`src/hw/watchdog_regs_map.vh`:
```
`ifndef WATCHDOG_REGS_MAP_VH
`define WATCHDOG_REGS_MAP_VH

// register selection width on both serial front ends
`define REG_ADDR_W 5
`define REG_DATA_W 8

// register addresses
`define ADDR_RSVD_A 5'h00
`define ADDR_RSVD_B 5'h01
`define ADDR_GUARD 5'h02
`define ADDR_CONFIG 5'h03
`define ADDR_KICK 5'h04

// unlock key and reset values
`define GUARD_KEY 8'h5a
`define GUARD_RESET 8'h00
`define CONFIG_RESET 8'h09
`define KICK_RESET 1'h0
`define READ_ZERO 8'h00

// configuration field positions
`define CFG_EN_HI 7
`define CFG_EN_LO 6
`define CFG_TOUT_HI 5
`define CFG_TOUT_LO 3
`define CFG_WIN_HI 2
`define CFG_WIN_LO 0
`define CFG_DISABLE_CODE 2'h1
`define KICK_BIT 0

// period figures in milliseconds
`define MS_W 12
`define TOUT_MS_0 12'h050
`define TOUT_MS_1 12'h0a0
`define TOUT_MS_2 12'h140
`define TOUT_MS_3 12'h1e0
`define TOUT_MS_4 12'h320
`define TOUT_MS_5 12'h3e8
`define TOUT_MS_6 12'h7d0
`define TOUT_MS_7 12'hfa0
`define WIN_MS_0 12'h00a
`define WIN_MS_1 12'h028
`define WIN_MS_2 12'h050
`define WIN_MS_3 12'h078
`define WIN_MS_4 12'h0a0
`define WIN_MS_5 12'h0f0
`define WIN_MS_6 12'h140
`define WIN_MS_7 12'h190

// clock rate and millisecond prescaler
`define CLK_FREQ_HZ 200000000
`define MS_PER_SECOND 1000
`define PRESCALE_W 18

`endif

```
`src/hw/watchdog_period_timer.v`:
```
`timescale 1ns/1ps
`include "watchdog_regs_map.vh"

module watchdog_period_timer #(
	parameter CYCLES_PER_MS = `CLK_FREQ_HZ / `MS_PER_SECOND,
	parameter PRESCALE_W = `PRESCALE_W,
	parameter MS_W = `MS_W
) (
	input wire sys_clk,
	input wire nrst,
	input wire run,
	input wire window_mode,
	input wire restart,
	input wire [MS_W-1:0] period_ms,
	input wire [MS_W-1:0] open_ms,
	output reg expired_q,
	output reg early_q,
	output reg window_open_q
);

	// last prescaler count of one millisecond, cut to the counter width
	localparam [31:0] PRESC_LAST_FULL = CYCLES_PER_MS - 1;
	localparam [PRESCALE_W-1:0] PRESC_LAST = PRESC_LAST_FULL[PRESCALE_W-1:0];
	localparam [MS_W-1:0] MS_ONE = {{(MS_W-1){1'b0}}, 1'b1};

	reg [PRESCALE_W-1:0] presc_q; // cycles within the current millisecond
	reg [MS_W-1:0] elapsed_q; // whole milliseconds since last restart
	wire ms_tick; // last cycle of a millisecond
	wire [MS_W-1:0] elapsed_inc; // elapsed count after this tick
	wire timeout_hit; // period used up without service

	assign ms_tick = (presc_q == PRESC_LAST);
	assign elapsed_inc = elapsed_q + MS_ONE;
	assign timeout_hit = ms_tick && (elapsed_inc >= period_ms);

	// counting runs on exact nominal figures, well inside the tolerance
	always @(posedge sys_clk or negedge nrst) begin
		if (!nrst) begin
			presc_q <= {PRESCALE_W{1'b0}};
			elapsed_q <= {MS_W{1'b0}};
			expired_q <= 1'b0;
			early_q <= 1'b0;
			window_open_q <= 1'b0;
		end else if (!run) begin
			// disabled: hold everything clear so enabling starts fresh
			presc_q <= {PRESCALE_W{1'b0}};
			elapsed_q <= {MS_W{1'b0}};
			expired_q <= 1'b0;
			early_q <= 1'b0;
			window_open_q <= 1'b0;
		end else if (restart) begin
			// service restarts the count; too early in window mode is a fault
			presc_q <= {PRESCALE_W{1'b0}};
			elapsed_q <= {MS_W{1'b0}};
			expired_q <= 1'b0;
			early_q <= window_mode && (elapsed_q < open_ms);
			window_open_q <= !window_mode;
		end else if (timeout_hit) begin
			// no service in time: one pulse, then start a new period
			presc_q <= {PRESCALE_W{1'b0}};
			elapsed_q <= {MS_W{1'b0}};
			expired_q <= 1'b1;
			early_q <= 1'b0;
			window_open_q <= !window_mode;
		end else begin
			// plain counting
			presc_q <= ms_tick ? {PRESCALE_W{1'b0}} : presc_q + 1'b1;
			elapsed_q <= ms_tick ? elapsed_inc : elapsed_q;
			expired_q <= 1'b0;
			early_q <= 1'b0;
			window_open_q <= !window_mode || (elapsed_q >= open_ms);
		end
	end

endmodule

```
`src/hw/watchdog_config_registers.v`:
```
`timescale 1ns/1ps
`include "watchdog_regs_map.vh"

module watchdog_config_registers #(
	parameter CYCLES_PER_MS = `CLK_FREQ_HZ / `MS_PER_SECOND
) (
	input wire sys_clk,
	input wire nrst,
	input wire regulator_one_power_on_reset_n,
	input wire window_mode,
	input wire spi_req,
	input wire spi_we,
	input wire [`REG_ADDR_W-1:0] spi_addr,
	input wire [`REG_DATA_W-1:0] spi_wdata,
	output reg spi_ack_q,
	output reg [`REG_DATA_W-1:0] spi_rdata_q,
	input wire i2c_req,
	input wire i2c_we,
	input wire [`REG_ADDR_W-1:0] i2c_addr,
	input wire [`REG_DATA_W-1:0] i2c_wdata,
	output reg i2c_ack_q,
	output reg [`REG_DATA_W-1:0] i2c_rdata_q,
	output reg config_unlocked_q,
	output reg watchdog_enabled_q,
	output wire watchdog_expired_q,
	output wire watchdog_early_q,
	output wire window_open_q
);

	// register state
	reg [`REG_DATA_W-1:0] guard_q; // access guard, regulator reset
	reg [`REG_DATA_W-1:0] guard_d;
	reg [`REG_DATA_W-1:0] config_q; // period config, supply reset
	reg [`REG_DATA_W-1:0] config_d;
	reg kick_q; // self-clearing service bit
	reg kick_d;

	// decoded write strobes, lock and enable
	wire spi_wr; // write from the spi front end
	wire i2c_wr; // write from the i2c front end
	wire unlocked; // guard holds the key right now
	wire run; // watchdog enabled by configuration

	// selected periods
	reg [`MS_W-1:0] tout_ms; // timeout mode period
	reg [`MS_W-1:0] win_ms; // window mode period
	wire [`MS_W-1:0] period_ms; // period in use
	wire [`MS_W-1:0] open_ms; // start of the open half

	// both front ends share one register file, no other path exists
	assign spi_wr = spi_req && spi_we;
	assign i2c_wr = i2c_req && i2c_we;

	// only the exact key opens the lock; reset value 0x00 keeps it shut
	assign unlocked = (guard_q == `GUARD_KEY);

	// only the code 01 stops the watchdog, reset value 00 leaves it running
	assign run = (config_q[`CFG_EN_HI:`CFG_EN_LO] != `CFG_DISABLE_CODE);

	// read data for one five-bit register address
	function [`REG_DATA_W-1:0] read_mux;
		input [`REG_ADDR_W-1:0] addr;
		input [`REG_DATA_W-1:0] guard;
		input [`REG_DATA_W-1:0] cfg;
		begin
			case (addr)
				`ADDR_GUARD: read_mux = guard;
				// configuration reads work whether locked or not
				`ADDR_CONFIG: read_mux = cfg;
				// kick is write only and reads as zero
				`ADDR_KICK: read_mux = `READ_ZERO;
				// reserved slots and unused addresses read zero
				default: read_mux = `READ_ZERO;
			endcase
		end
	endfunction

	// next guard value; spi wins when both front ends write at once
	always @* begin
		guard_d = guard_q;
		if (spi_wr && (spi_addr == `ADDR_GUARD)) begin
			guard_d = spi_wdata;
		end else if (i2c_wr && (i2c_addr == `ADDR_GUARD)) begin
			guard_d = i2c_wdata;
		end
	end

	// next configuration value, gated by the lock
	// the lock is judged on the guard before this cycle's write, so a
	// key and a configuration write in the same cycle stays locked
	always @* begin
		config_d = config_q;
		if (unlocked) begin
			if (spi_wr && (spi_addr == `ADDR_CONFIG)) begin
				config_d = spi_wdata;
			end else if (i2c_wr && (i2c_addr == `ADDR_CONFIG)) begin
				config_d = i2c_wdata;
			end
		end else begin
			// locked: the write is dropped without any error flag
			config_d = config_q;
		end
	end

	// kick bit is set by a write of one and clears on the next edge
	always @* begin
		kick_d = `KICK_RESET;
		if (spi_wr && (spi_addr == `ADDR_KICK)) begin
			kick_d = spi_wdata[`KICK_BIT];
		end else if (i2c_wr && (i2c_addr == `ADDR_KICK)) begin
			kick_d = i2c_wdata[`KICK_BIT];
		end
	end

	// guard and kick sit on the regulator power-on reset
	always @(posedge sys_clk or negedge regulator_one_power_on_reset_n) begin
		if (!regulator_one_power_on_reset_n) begin
			guard_q <= `GUARD_RESET;
			kick_q <= `KICK_RESET;
		end else begin
			guard_q <= guard_d;
			kick_q <= kick_d;
		end
	end

	// configuration sits on the supply power-on reset
	always @(posedge sys_clk or negedge nrst) begin
		if (!nrst) begin
			config_q <= `CONFIG_RESET;
		end else begin
			config_q <= config_d;
		end
	end

	// read answers and status flags, one cycle after the request
	always @(posedge sys_clk or negedge nrst) begin
		if (!nrst) begin
			spi_ack_q <= 1'b0;
			spi_rdata_q <= `READ_ZERO;
			i2c_ack_q <= 1'b0;
			i2c_rdata_q <= `READ_ZERO;
			config_unlocked_q <= 1'b0;
			watchdog_enabled_q <= 1'b0;
		end else begin
			spi_ack_q <= spi_req;
			i2c_ack_q <= i2c_req;
			// data shows the value before any write of the same cycle
			if (spi_req) begin
				spi_rdata_q <= read_mux(spi_addr, guard_q, config_q);
			end else begin
				spi_rdata_q <= `READ_ZERO;
			end
			if (i2c_req) begin
				i2c_rdata_q <= read_mux(i2c_addr, guard_q, config_q);
			end else begin
				i2c_rdata_q <= `READ_ZERO;
			end
			config_unlocked_q <= unlocked;
			watchdog_enabled_q <= run;
		end
	end

	// timeout mode period lookup
	always @* begin
		case (config_q[`CFG_TOUT_HI:`CFG_TOUT_LO])
			3'h0: tout_ms = `TOUT_MS_0;
			3'h1: tout_ms = `TOUT_MS_1;
			3'h2: tout_ms = `TOUT_MS_2;
			3'h3: tout_ms = `TOUT_MS_3;
			3'h4: tout_ms = `TOUT_MS_4;
			3'h5: tout_ms = `TOUT_MS_5;
			3'h6: tout_ms = `TOUT_MS_6;
			default: tout_ms = `TOUT_MS_7;
		endcase
	end

	// window mode period lookup
	always @* begin
		case (config_q[`CFG_WIN_HI:`CFG_WIN_LO])
			3'h0: win_ms = `WIN_MS_0;
			3'h1: win_ms = `WIN_MS_1;
			3'h2: win_ms = `WIN_MS_2;
			3'h3: win_ms = `WIN_MS_3;
			3'h4: win_ms = `WIN_MS_4;
			3'h5: win_ms = `WIN_MS_5;
			3'h6: win_ms = `WIN_MS_6;
			default: win_ms = `WIN_MS_7;
		endcase
	end

	// the open half begins at half the window period
	assign period_ms = window_mode ? win_ms : tout_ms;
	assign open_ms = window_mode ? {1'b0, win_ms[`MS_W-1:1]} : {`MS_W{1'b0}};

	// millisecond timer; exact cycle counts stay inside the tolerance
	watchdog_period_timer #(
		.CYCLES_PER_MS(CYCLES_PER_MS),
		.PRESCALE_W(`PRESCALE_W),
		.MS_W(`MS_W)
	) u_timer (
		.sys_clk(sys_clk),
		.nrst(nrst),
		.run(run),
		.window_mode(window_mode),
		.restart(kick_q),
		.period_ms(period_ms),
		.open_ms(open_ms),
		.expired_q(watchdog_expired_q),
		.early_q(watchdog_early_q),
		.window_open_q(window_open_q)
	);

endmodule

```
`config.mk`:
```
export PLATFORM = sky130hd
export DESIGN_NAME = watchdog_config_registers
export DESIGN_NICKNAME = d
export VERILOG_FILES = /design/src/hw/watchdog_period_timer.v /design/src/hw/watchdog_config_registers.v
export VERILOG_INCLUDE_DIRS = /design/src /design/src/hw
export SDC_FILE = /design/constraint.sdc
export NUM_CORES = 1
export LEC_CHECK = 0
export BUFFER_PORTS_ARGS = -buffer_cell sky130_fd_sc_hd__buf_2
export CORE_MARGIN = 2
export CORE_UTILIZATION = 62
export DETAILED_ROUTE_END_ITERATION = 6
export HOLD_SLACK_MARGIN = 0.02
export PLACE_DENSITY = 0.9
export SLEW_MARGIN = 25
export SYNTH_ARGS = -nofsm -noshare
export SYNTH_HDL_FRONTEND = slang
export SYNTH_SLANG_ARGS = --single-unit
```
`constraint.sdc`:
```
create_clock -name sys_clk -period 4.9 [get_ports sys_clk]
set_clock_uncertainty 0.2 [all_clocks]
set_input_delay 0.49 -clock sys_clk [delete_from_list [all_inputs] [get_ports sys_clk]]
set_output_delay 0.49 -clock sys_clk [all_outputs]
set_load 0.005 [all_outputs]
```
==> results.rst <==
.. list-table::
   :header-rows: 1

   * - Metric
     - Value
   * - Antenna Diode Count
     - 0
   * - Top-level I/O count
     - 57
   * - Number of enable-type register cells in the synthesized netlist
     - 0
   * - Min-Delay Path Class
     - in2reg
   * - Final core occ
     - 71.9%
   * - Full die area
     - 7150 sq um
   * - Capture point of the worst path
     - u_timer.window_open_q
   * - Count of antenna-violating nets left after detailed routing
     - 0
   * - Number of nets in the layout
     - 496
   * - Startpoint of the worst setup timing path
     - u_timer.elapsed_q[3]
   * - Result of the run
     - completed
   * - Number of buffers added by the clock tree synthesis step
     - 9
   * - Most instantiated library cell after synthesis
     - sky130_fd_sc_hd__dfrtp_1
   * - Post-CTS sizing
     - 0
   * - Via count of the first global-routing pass
     - 3289
   * - Startpoint type of the worst setup path
     - flop
   * - Worst slew margin
     - 44.3%
   * - Hold-fix buffers, CTS
     - 1
   * - Number of max-capacitance violations reported
     - 0
   * - Final clock period utilization by the worst path
     - 63.1%
   * - Max Freq
     - 324 MHz
   * - Cell area after technology mapping
     - 4030 sq um
   * - Share of cells above drive strength 1
     - 23.7%
   * - Detailed-route wire length
     - 8940 microns
   * - Worst VDD drop
     - 215 uV
   * - Filler cells
     - 444
   * - Required time of the worst setup path
     - 4.97 ns
   * - Clock latency on the worst-skew pair
     - 0.34 ns
   * - Cell accounting for the most synthesized area
     - sky130_fd_sc_hd__dfrtp_1
   * - Pin count of the biggest net entering global routing
     - 62
   * - Post-synthesis to final-layout area growth
     - 12.8%
   * - Placeable core region
     - 6310 sq um
   * - Largest fanout on the critical path
     - 8
   * - Total vias in the final route
     - 3182
   * - Horizontal die dimension
     - 84.6 microns
   * - Slew at the pin with the worst max-slew slack
     - 0.832 ns
   * - Number of nets in the synthesized netlist
     - 444
   * - Clock edge transition at the registers on the reported setup and hold paths
     - 0.08 ns
   * - Weighted congestion reported at the end of routability-driven placement
     - 0.849
   * - CTS tree
     - yes
   * - Reg-to-Reg End
     - u_timer.window_open_q
   * - Num Clock Sinks
     - 70
   * - Total of warnings raised by yosys
     - 0
   * - RSZ-0062 raised after global routing
     - no
   * - Leakage component of the power
     - 2.17 nW
   * - Number of register bits inferred by synthesis
     - 70
   * - Clock tree buffer depth
     - 2
   * - DRC errors left
     - 0
   * - R2r worst-path depth
     - 11
   * - Synth area leaders
     - sky130_fd_sc_hd__dfrtp_1 42%, sky130_fd_sc_hd__mux2i_1 6.0%, sky130_fd_sc_hd__ha_1 5.9%, sky130_fd_sc_hd__nor2_1 3.4%, sky130_fd_sc_hd__xnor2_1 3.0%
   * - Starting density of the core
     - 63.8%
   * - Avg Cell Area, Syn
     - 10.3 sq um
   * - Prevailing post-synth register cell
     - sky130_fd_sc_hd__dfrtp_1
   * - Setup_tns
     - 0 ns
   * - Total iterations of the first detailed-routing run
     - 5
   * - Drt wl/cell
     - 17.0 microns
   * - Count of standard-cell rows
     - 29
   * - Half-perimeter wire length after placement
     - 6560 microns
   * - Syn Inst Count
     - 391
   * - Sequential cell area fraction in the yosys report
     - 43.6%
   * - Synth top cells by count
     - 68 x sky130_fd_sc_hd__dfrtp_1, 36 x sky130_fd_sc_hd__nor2_1, 29 x sky130_fd_sc_hd__nand2_1, 24 x sky130_fd_sc_hd__mux2i_1, 19 x sky130_fd_sc_hd__ha_1
   * - Share of flip-flops with an asynchronous set or reset after synthesis
     - 100%
   * - Starting DRC count in detailed routing
     - 183
   * - Remaining Overflow, GRT
     - 0
   * - Floorplan die height
     - 84.6 microns
   * - Share of the synthesized area in the top cell type
     - 42.3%
   * - Worst Setup End Kind
     - flop
   * - Antenna violations before repair
     - 0
   * - Per-cell via count in the routed design
     - 6.06
   * - Setup-violating endpoint count in the final report
     - 0
   * - Min Clock Period, post-route
     - 3.09 ns
   * - Power density of the placed cells
     - 321 nW/um^2
   * - Yosys cell types
     - 63
   * - WP data arrival
     - 3.16 ns
   * - Global-route wire length before repair
     - 15500 microns
   * - Clock Tree Root
     - sky130_fd_sc_hd__clkbuf_8
   * - GRT Total Usage
     - 27.2%
   * - Startpoint of the worst register-to-register path
     - u_timer.elapsed_q[3]
   * - Count of endpoints failing hold in the final timing report
     - 0
   * - WS Path Type
     - reg2reg
   * - Worst reg-to-reg setup slack
     - 1.81 ns
   * - Setup bufs post-CTS
     - 0
   * - Final max-slew violation count
     - 0
   * - Number of input and output port buffers inserted
     - 56
   * - H-tree Lvls
     - 3
-- where the power goes --
part	switching [mW]	internal, mW	leakage [nW]
Clock	0.224	0.288	0.114
Sequential	0.0736	0.634	0.909
Combinational	0.124	0.115	1.14
Total	0.421	1.04	2.17
-- worst min path at each step --
stage / startpoint / end / cells past startpoint
3_5_place_dp: regulator_one_power_on_reset_n / guard_q[6] / 1
6_report: i2c_req / i2c_ack_q / 1
3_3_place_gp: regulator_one_power_on_reset_n / guard_q[6] / 1
4_1_cts: i2c_req / i2c_ack_q / 1
2_1_floorplan: nrst / config_q[1] / 0
5_1_grt: i2c_req / i2c_ack_q / 1
-- critical path, stage by stage (launching register included) --
cell                       delay (ns)
sky130_fd_sc_hd__dfrtp_1         0.46
sky130_fd_sc_hd__and2_4          0.22
sky130_fd_sc_hd__nand4_4         0.14
sky130_fd_sc_hd__or4_4           0.52
sky130_fd_sc_hd__nand2_1         0.09
sky130_fd_sc_hd__ha_1            0.24
sky130_fd_sc_hd__a21oi_1         0.15
sky130_fd_sc_hd__nor2_1          0.05
sky130_fd_sc_hd__a211oi_1        0.27
sky130_fd_sc_hd__o21ai_2         0.21
sky130_fd_sc_hd__a211o_1         0.34
sky130_fd_sc_hd__a21boi_1        0.14
-- cells in the final DEF, fill, tap and decap left out, drive strengths merged, types with 4 or more instances in the layout --
cell / instances
inv: 8
nand2: 29
nand3: 20
xnor2: 14
and3: 7
mux2i: 24
nor2: 47
and2: 4
buf: 57
a22o: 6
o21ai: 15
ha: 19
clkbuf: 9
xor2: 12
clkinv: 4
nand4: 7
a211oi: 5
dfrtp: 68
nor4: 4
a22oi: 8
a21o: 4
a21oi: 14
nor2b: 12
nand2b: 8
-- state kept, by name (all words and copies together) (netlist names) --
register,count
spi_ack_q,1
u_timer.early_q,1
u_timer.elapsed_q,12
i2c_rdata_q,8
i2c_ack_q,1
watchdog_enabled_q,1
guard_q,8
config_q,8
u_timer.expired_q,1
config_unlocked_q,1
u_timer.window_open_q,1
spi_rdata_q,8
u_timer.presc_q,18
kick_q,1
-- stage by stage --
step	cell area (sq um)	std cells	power (mW)	hold WS [ns]	setup slack [ns]
final	4540	525	1.46	0.0562	1.81
after global routing	4540	525	1.54	0.0477	1.57
after CTS	4540	525	1.47	0.0455	1.80
after detailed placement	4310	508	0.951	0.158	1.84
after global placement	4310	508	0.929	0.156	1.94
after floorplan	4030	391	0.866	-0.00559	2.07
-- logic make-up after synthesis --
kind of cell	Yosys count	share of synthesized area [%]
xor+xnor	26	5.66
buf+inv	24	3.11
fa+ha+maj	19	5.91
simple gates	160	23.8
flops	70	43.6
mux	26	6.53
compound gates	66	11.4
-- layer usage --
layer / GRT usage, % / wire, microns
met2: 44.0 / 4460
met4: 10.4 / 201
met3: 5.11 / 531
met1: 36.6 / 3750
met5: 0 / 0
-- layout make-up --
class / count / area, sq um / area share, %
sequential: 70 / 1750 / 38.6
clock inverter: 7 / 96.3 / 2.12
tap: 77 / 96.3 / 2.12
multi-input combinational: 297 / 2150 / 47.3
clock buffer: 9 / 124 / 2.73
timing repair buffer: 58 / 298 / 6.56
inverter: 7 / 26.3 / 0.579
No activity file was read; power rests on OpenSTA's default activity.
